==> src/rtl/sdl_pkg.sv <==
// Package for the stall detection and threshold learning block
package sdl_pkg;

  // Register byte addresses
  localparam logic [7:0] ADDR_FAULT     = 8'h00;
  localparam logic [7:0] ADDR_DIAG2     = 8'h04;
  localparam logic [7:0] ADDR_CTRL_FOUR = 8'h08;
  localparam logic [7:0] ADDR_CTRL_FIVE = 8'h0C;
  localparam logic [7:0] ADDR_THRESH    = 8'h10;
  localparam logic [7:0] ADDR_TORQUE    = 8'h14;

  // Field positions
  localparam int unsigned BIT_FAULT_STALL      = 0;
  localparam int unsigned BIT_DIAG_BLOCKED     = 0;
  localparam int unsigned BIT_DIAG_LRN_OK      = 1;
  localparam int unsigned BIT_DIAG_LRN_BSY     = 2;
  localparam int unsigned BIT_CTRL_FOUR_CLEAR  = 0;
  localparam int unsigned BIT_CTRL_FIVE_LEARN  = 0;
  localparam int unsigned BIT_CTRL_FIVE_REPORT = 1;
  localparam int unsigned BIT_CTRL_FIVE_DETECT = 2;

  // Learning figures
  localparam logic [4:0] LEARN_CYCLES  = 5'h10;
  localparam logic [4:0] LEARN_LAST    = 5'h0F;
  localparam logic [7:0] MIN_VALID_AVG = 8'h10;

  // AXI responses
  localparam logic [1:0] RESP_OKAY   = 2'h0;
  localparam logic [1:0] RESP_SLVERR = 2'h2;

  typedef enum logic [1:0] {
    LRN_IDLE = 2'b00,
    LRN_RUN  = 2'b01,
    LRN_WAIT = 2'b10
  } sdl_learn_t;

  typedef struct packed {
    logic        awvalid;
    logic [7:0]  awaddr;
    logic        wvalid;
    logic [31:0] wdata;
    logic [3:0]  wstrb;
    logic        bready;
    logic        arvalid;
    logic [7:0]  araddr;
    logic        rready;
  } sdl_axi_req_t;

  typedef struct packed {
    logic        awready;
    logic        wready;
    logic        bvalid;
    logic [1:0]  bresp;
    logic        arready;
    logic        rvalid;
    logic [31:0] rdata;
    logic [1:0]  rresp;
  } sdl_axi_rsp_t;

  typedef struct packed {
    sdl_learn_t  learn_st;
    logic [4:0]  cyc_cnt;
    logic [11:0] sum;
    logic [7:0]  cand;
    logic        cand_valid;
    logic [7:0]  thresh;
    logic        rep_en;
    logic        det_en;
    logic        stall_flag;
    logic        blocked;
    logic        learn_ok;
    logic        fault_n;
    logic        bvalid;
    logic [1:0]  bresp;
    logic        rvalid;
    logic [31:0] rdata;
    logic [1:0]  rresp;
  } sdl_state_t;

  localparam sdl_state_t ST_RESET = '{
    learn_st:   LRN_IDLE,
    cyc_cnt:    5'h00,
    sum:        12'h000,
    cand:       8'h00,
    cand_valid: 1'b0,
    thresh:     8'h00,
    rep_en:     1'b1,
    det_en:     1'b0,
    stall_flag: 1'b0,
    blocked:    1'b0,
    learn_ok:   1'b0,
    fault_n:    1'b1,
    bvalid:     1'b0,
    bresp:      2'h0,
    rvalid:     1'b0,
    rdata:      32'h0000_0000,
    rresp:      2'h0
  };

endpackage

==> src/rtl/sdl_stall_detect.sv <==
// Stall detection with threshold learning, AXI4-Lite register slave
`timescale 1ns/1ps

module sdl_stall_detect (
  input  wire logic                  clk,
  input  wire logic                  reset_n,
  input  wire sdl_pkg::sdl_axi_req_t axi_req,
  output      sdl_pkg::sdl_axi_rsp_t axi_rsp,
  input  wire logic [7:0]            torque_metric,
  input  wire logic                  elec_cycle,
  output      logic                  fault_out_n
);

  sdl_pkg::sdl_state_t q;
  sdl_pkg::sdl_state_t d;
  logic                wr_go;
  logic                rd_go;
  logic                start_w;
  logic                clear_w;
  logic                run_stall;
  logic                learn_stall;
  logic                stall_evt;
  logic [11:0]         sum_nx;

  function automatic logic [31:0] reg_read(input logic [7:0] a, input sdl_pkg::sdl_state_t s,
                                           input logic [7:0] tq);
    logic [31:0] r;
    r = 32'h0000_0000;
    unique case (a)
      sdl_pkg::ADDR_FAULT:  r[sdl_pkg::BIT_FAULT_STALL] = s.stall_flag;
      sdl_pkg::ADDR_DIAG2: begin
        r[sdl_pkg::BIT_DIAG_BLOCKED] = s.blocked;
        r[sdl_pkg::BIT_DIAG_LRN_OK]  = s.learn_ok;
        r[sdl_pkg::BIT_DIAG_LRN_BSY] = (s.learn_st != sdl_pkg::LRN_IDLE);
      end
      sdl_pkg::ADDR_CTRL_FIVE: begin
        r[sdl_pkg::BIT_CTRL_FIVE_REPORT] = s.rep_en;
        r[sdl_pkg::BIT_CTRL_FIVE_DETECT] = s.det_en;
      end
      sdl_pkg::ADDR_THRESH: r[7:0] = s.thresh;
      sdl_pkg::ADDR_TORQUE: r[7:0] = tq;
      default:              r = 32'h0000_0000;
    endcase
    return r;
  endfunction

  function automatic logic addr_ok(input logic [7:0] a);
    return (a == sdl_pkg::ADDR_FAULT) || (a == sdl_pkg::ADDR_DIAG2) ||
           (a == sdl_pkg::ADDR_CTRL_FOUR) || (a == sdl_pkg::ADDR_CTRL_FIVE) ||
           (a == sdl_pkg::ADDR_THRESH) || (a == sdl_pkg::ADDR_TORQUE);
  endfunction

  // Write channels are taken together, one response outstanding at most
  assign axi_rsp.awready = axi_req.wvalid & ~q.bvalid;
  assign axi_rsp.wready  = axi_req.awvalid & ~q.bvalid;
  assign axi_rsp.bvalid  = q.bvalid;
  assign axi_rsp.bresp   = q.bresp;
  assign axi_rsp.arready = ~q.rvalid;
  assign axi_rsp.rvalid  = q.rvalid;
  assign axi_rsp.rdata   = q.rdata;
  assign axi_rsp.rresp   = q.rresp;
  assign fault_out_n     = q.fault_n;

  assign wr_go   = axi_req.awvalid & axi_req.wvalid & ~q.bvalid;
  assign rd_go   = axi_req.arvalid & ~q.rvalid;
  assign start_w = wr_go & axi_req.wstrb[0] & (axi_req.awaddr == sdl_pkg::ADDR_CTRL_FIVE) &
                   axi_req.wdata[sdl_pkg::BIT_CTRL_FIVE_LEARN];
  assign clear_w = wr_go & axi_req.wstrb[0] & (axi_req.awaddr == sdl_pkg::ADDR_CTRL_FOUR) &
                   axi_req.wdata[sdl_pkg::BIT_CTRL_FOUR_CLEAR];
  assign sum_nx  = q.sum + {4'h0, torque_metric};

  // Stall seen against the programmed threshold, or against the learned candidate
  assign run_stall   = q.det_en & (torque_metric < q.thresh);
  assign learn_stall = (q.learn_st == sdl_pkg::LRN_WAIT) & q.cand_valid &
                       (torque_metric < q.cand);
  assign stall_evt   = run_stall | learn_stall;

  always_comb begin
    d = q;
    if (q.bvalid && axi_req.bready) begin
      d.bvalid = 1'b0;
    end
    if (q.rvalid && axi_req.rready) begin
      d.rvalid = 1'b0;
    end
    if (rd_go) begin
      d.rvalid = 1'b1;
      d.rdata  = reg_read(axi_req.araddr, q, torque_metric);
      d.rresp  = addr_ok(axi_req.araddr) ? sdl_pkg::RESP_OKAY : sdl_pkg::RESP_SLVERR;
    end
    if (wr_go) begin
      d.bvalid = 1'b1;
      d.bresp  = addr_ok(axi_req.awaddr) ? sdl_pkg::RESP_OKAY : sdl_pkg::RESP_SLVERR;
      if (axi_req.wstrb[0] && axi_req.awaddr == sdl_pkg::ADDR_CTRL_FIVE) begin
        d.rep_en = axi_req.wdata[sdl_pkg::BIT_CTRL_FIVE_REPORT];
        d.det_en = axi_req.wdata[sdl_pkg::BIT_CTRL_FIVE_DETECT];
      end
      if (axi_req.wstrb[0] && axi_req.awaddr == sdl_pkg::ADDR_THRESH) begin
        d.thresh = axi_req.wdata[7:0];
      end
    end
    // Learning sequence
    unique case (q.learn_st)
      sdl_pkg::LRN_IDLE: ;
      sdl_pkg::LRN_RUN: begin
        if (elec_cycle) begin
          d.sum     = sum_nx;
          d.cyc_cnt = q.cyc_cnt + 5'h01;
          if (q.cyc_cnt == sdl_pkg::LEARN_LAST) begin
            d.learn_st   = sdl_pkg::LRN_WAIT;
            d.cand       = {1'b0, sum_nx[11:5]};
            d.cand_valid = (sum_nx[11:4] >= sdl_pkg::MIN_VALID_AVG);
          end
        end
      end
      sdl_pkg::LRN_WAIT: begin
        if (learn_stall) begin
          d.learn_ok = 1'b1;
          d.thresh   = q.cand;
          d.learn_st = sdl_pkg::LRN_IDLE;
        end
      end
      default: d.learn_st = sdl_pkg::LRN_IDLE;
    endcase
    if (start_w) begin
      d.learn_st   = sdl_pkg::LRN_RUN;
      d.cyc_cnt    = 5'h00;
      d.sum        = 12'h000;
      d.cand_valid = 1'b0;
      d.learn_ok   = 1'b0;
    end
    // Clear first, then set, so a stall in the clearing cycle is kept
    if (clear_w && !stall_evt) begin
      d.stall_flag = 1'b0;
      d.blocked    = 1'b0;
    end
    if (stall_evt) begin
      d.stall_flag = 1'b1;
      d.blocked    = 1'b1;
    end
    d.fault_n = ~(d.stall_flag & d.rep_en);
  end

  always_ff @(posedge clk or negedge reset_n) begin
    if (!reset_n) begin
      q <= sdl_pkg::ST_RESET;
    end else begin
      q <= d;
    end
  end
endmodule

==> config.mk <==
export PLATFORM = sky130hd
export DESIGN_NAME = sdl_stall_detect
export DESIGN_NICKNAME = d
export VERILOG_FILES = /design/src/rtl/sdl_pkg.sv /design/src/rtl/sdl_stall_detect.sv
export SDC_FILE = /design/constraint.sdc
export NUM_CORES = 1
export LEC_CHECK = 0
export ABC_CLOCK_PERIOD_IN_PS = 3000
export BUFFER_PORTS_ARGS = -buffer_cell sky130_fd_sc_hd__buf_2
export CORE_UTILIZATION = 37
export DETAILED_ROUTE_END_ITERATION = 10
export SLEW_MARGIN = 20
export SYNTH_ARGS = -nofsm -noshare
export SYNTH_HDL_FRONTEND = slang
export SYNTH_SLANG_ARGS = --single-unit
==> constraint.sdc <==
create_clock -name clk -period 3 [get_ports clk]
set_clock_uncertainty 0.1 [all_clocks]
set_input_delay 0.3 -clock clk [delete_from_list [all_inputs] [get_ports clk]]
set_output_delay 0.3 -clock clk [all_outputs]
set_load 0.1 [all_outputs]
==> impl_metrics.py <==
metrics = {
    "clock_network": {
        "htreeDepth": 2,
        "cts.clk_slew.worst_paths_ns": 0.09,
        "cts_tree": "done",
        "clkLatencyLatePin_ns": 0.30,
        "clock-sinks": 53,
        "cts-resized-gates": 0,
        "cts_buffers": 5,
        "clockBufferDepth": 2,
        "post_cts_buffers": 0,
        "cts-root-buf": "clkbuf_8",
        "cts_hold_buf": 1,
    },
    "routing": {
        "drtPass1Iterations": 5,
        "drc_errors": 0,
        "via_count": 2700,
        "wirelength_um": 7169,
        "wl_per_cell_um": 13.20,
        "drtIter0Drc": 77,
        "vias_per_cell": 4.972,
        "ant_nets": 0,
    },
    "yosys": {
        "yosysMostFrequentCell": "dfrtp_1",
        "synth_flop_cell": "dfrtp_1",
        "synth.top_cell.area_share": 0.3638,
        "ys_top_cells_by_area": "dfrtp_1 36%, buf_4 8.3%, ha_1 8.2%",
        "synth_edf_count": 0,
        "seq_area_frac_synth": 0.3787,
        "yosys_warnings": 0,
        "synth_seq_cells": 53,
        "synth_common_cells": "51 x dfrtp_1, 48 x nand2_1, 39 x buf_4, 31 x o21ai_0",
        "ys_types": 53,
        "syn_avg_cell_area_sq_um": 9.089,
        "synth_area_sq_um": 3508,
        "synthCells": 386,
        "yosysTopAreaCell": "dfrtp_1",
        "async_reset_ff_frac": 1.000,
    },
    "cells_and_area": {
        "nNetsFinal": 523,
        "syn2layout_area_growth_pct": 9.772,
        "diodes": 0,
        "final_core_util": 0.4188,
        "fill_cells": 943,
        "design_area_sq_um": 3851,
        "drive_above_1_share": 0.1991,
    },
    "placed_design": {
        "hpwlAfterDp_um": 5575,
        "io_buffers": 56,
        "place.gp.congestion": 0.7940,
        "place_area_sq_um": 3725,
    },
    "global_route": {
        "grt_pass1_wl_um": 12360,
        "grt_use_total": 0.1563,
        "grt_max_degree": 29,
        "antenna_found_initial": 0,
        "grt_overflow_total": 0,
        "grt_pass1_vias": 2616,
    },
    "timing": {
        "fin_hold_ws_ns": 0.06372,
        "period_share": 0.8545,
        "rsz0062_at_grt": "no",
        "tightest_slew_ns": 0.6881,
        "fmax_mhz": 390.1,
        "setup_viol": 0,
        "relSlewSlack": 0.5400,
        "hold_violations": 0,
        "drv_slew": 0,
        "fin_crit_ns": 2.563,
        "tns_ns": 0,
    },
    "setup_path": {
        "r2r_start": "q[61]",
        "arrival_ns": 2.68,
        "worst_setup_path_start_kind": "flop",
        "cp_max_fo": 5,
        "end_kind": "flop",
        "crit_start": "q[61]",
        "worstSetupPathType": "flop to flop",
        "cp_data_required_time_ns": 3.12,
    },
    "die": {
        "die_area_sq_um": 9875,
        "die_w_um": 99.38,
        "die_h_um": 99.38,
        "rows": 35,
        "io_pins": 110,
        "core_sq_um": 9196,
        "start_util": 0.3815,
    },
    "worst_hold_path": {
        "hold_start": "axi_req[10]",
        "hold_path_class": "input port to flop",
    },
    "run": {
        "maxCapViolCount": 0,
    },
    "power_and_ir_drop": {
        "leakagePower_nw": 1.849,
        "vdd_drop_max_mv": 0.1796,
        "power.density_nw_per_um2": 425.3,
    },
    "status": {
        "status": "finished clean",
    },
}
## area by class of cell
cell class                 instances  area [sq um]  share of cell area
sequential                        53          1329              0.3450
inverter                          24         90.09             0.02339
clock inverter                     1         30.03            0.007797
tap                              111         138.9             0.03606
clock buffer                       7         86.33             0.02242
timing repair buffer              62         327.8             0.08512
multi-input combinational        285          1849              0.4802
## layout by cell type (no fill, tap or decap), types with 3 or more instances in the layout
cell type and instances:
a211oi_1 6, a21o_1 5, a21oi_1 19, and2_1 3
buf_2 56, buf_4 5, clkbuf_8 6, conb_1 26
dfrtp_1 51, ha_1 23, inv_1 24, mux2i_1 15
nand2_1 48, nand2b_1 3, nand3_1 6, nand4_1 3
nor2_1 24, nor2b_1 6, nor3_1 6, o211ai_1 4
o21ai_0 31, o21ai_1 4, or3_1 5, xnor2_1 4
xor2_1 10
## worst paths after layout
kind / cells past startpoint / slack [ns] / endpoint
max reg2reg: 9 / 0.44 / q[52]
min reg2reg: 2 / 0.38 / axi_rsp[5]
max in group asynchronous: 3 / 2.07 / fault_out_n
min: 2 / 0.06 / axi_rsp[38]
min in group asynchronous: 3 / 0.44 / axi_rsp[4]
max: 9 / 0.44 / q[52]
## cell families (layout without fill, tap and decap cells)
family	count (synthesis)	count (layout)	synth area share
AO/OA/AOI/OAI	83	83	0.1534
XOR/XNOR	14	14	0.03495
flip-flops	53	53	0.3787
adder cells (fa/ha/maj)	24	24	0.08773
other	1	26	0.001069
buffers and inverters	73	94	0.1216
AND/OR/NAND/NOR	120	120	0.1669
multiplexers	18	18	0.05563
## per-layer routing
layer,up-vias,track usage,routed length [um],part of all wire
met5,-,0,0,0
met1,1273,0.1970,3323,0.46
li1,1349,-,-,-
met3,6,0.02881,350,0.049
met4,0,0.04072,72,0.010
met2,72,0.2751,3423,0.48
## through the flow
stage | cells | setup WS [ns] | total power, mW
2_1_floorplan | 411 | 0.5202 | 1.100
3_3_place_gp | 534 | 0.3735 | 1.138
3_5_place_dp | 534 | 0.3488 | 1.143
4_1_cts | 543 | 0.4305 | 1.661
5_1_grt | 543 | 0.2798 | 1.711
6_report | 543 | 0.4366 | 1.638
## worst max-delay path: stages (launching register included)
cell and delay (ns):
dfrtp_1 0.36, ha_1 0.17, inv_1 0.05, fa_1 0.40, nand2b_1 0.21, a21oi_1 0.27
o21ai_2 0.15, nor3b_1 0.16, or3_1 0.36, a311oi_2 0.26
## power by group
part / switching [mW] / leakage [nW] / total (mW) / internal (mW)
combinational: 0.331 / 1.09 / 0.394 / 0.0638
clock: 0.238 / 0.0585 / 0.511 / 0.273
sequential: 0.00688 / 0.704 / 0.733 / 0.726
## flip-flops by register name (all words and copies together), names as in the netlist
name	flops
q	40
axi_rsp	12
fault_out_n	1
Note: power is estimated with default switching activity, not from simulation.
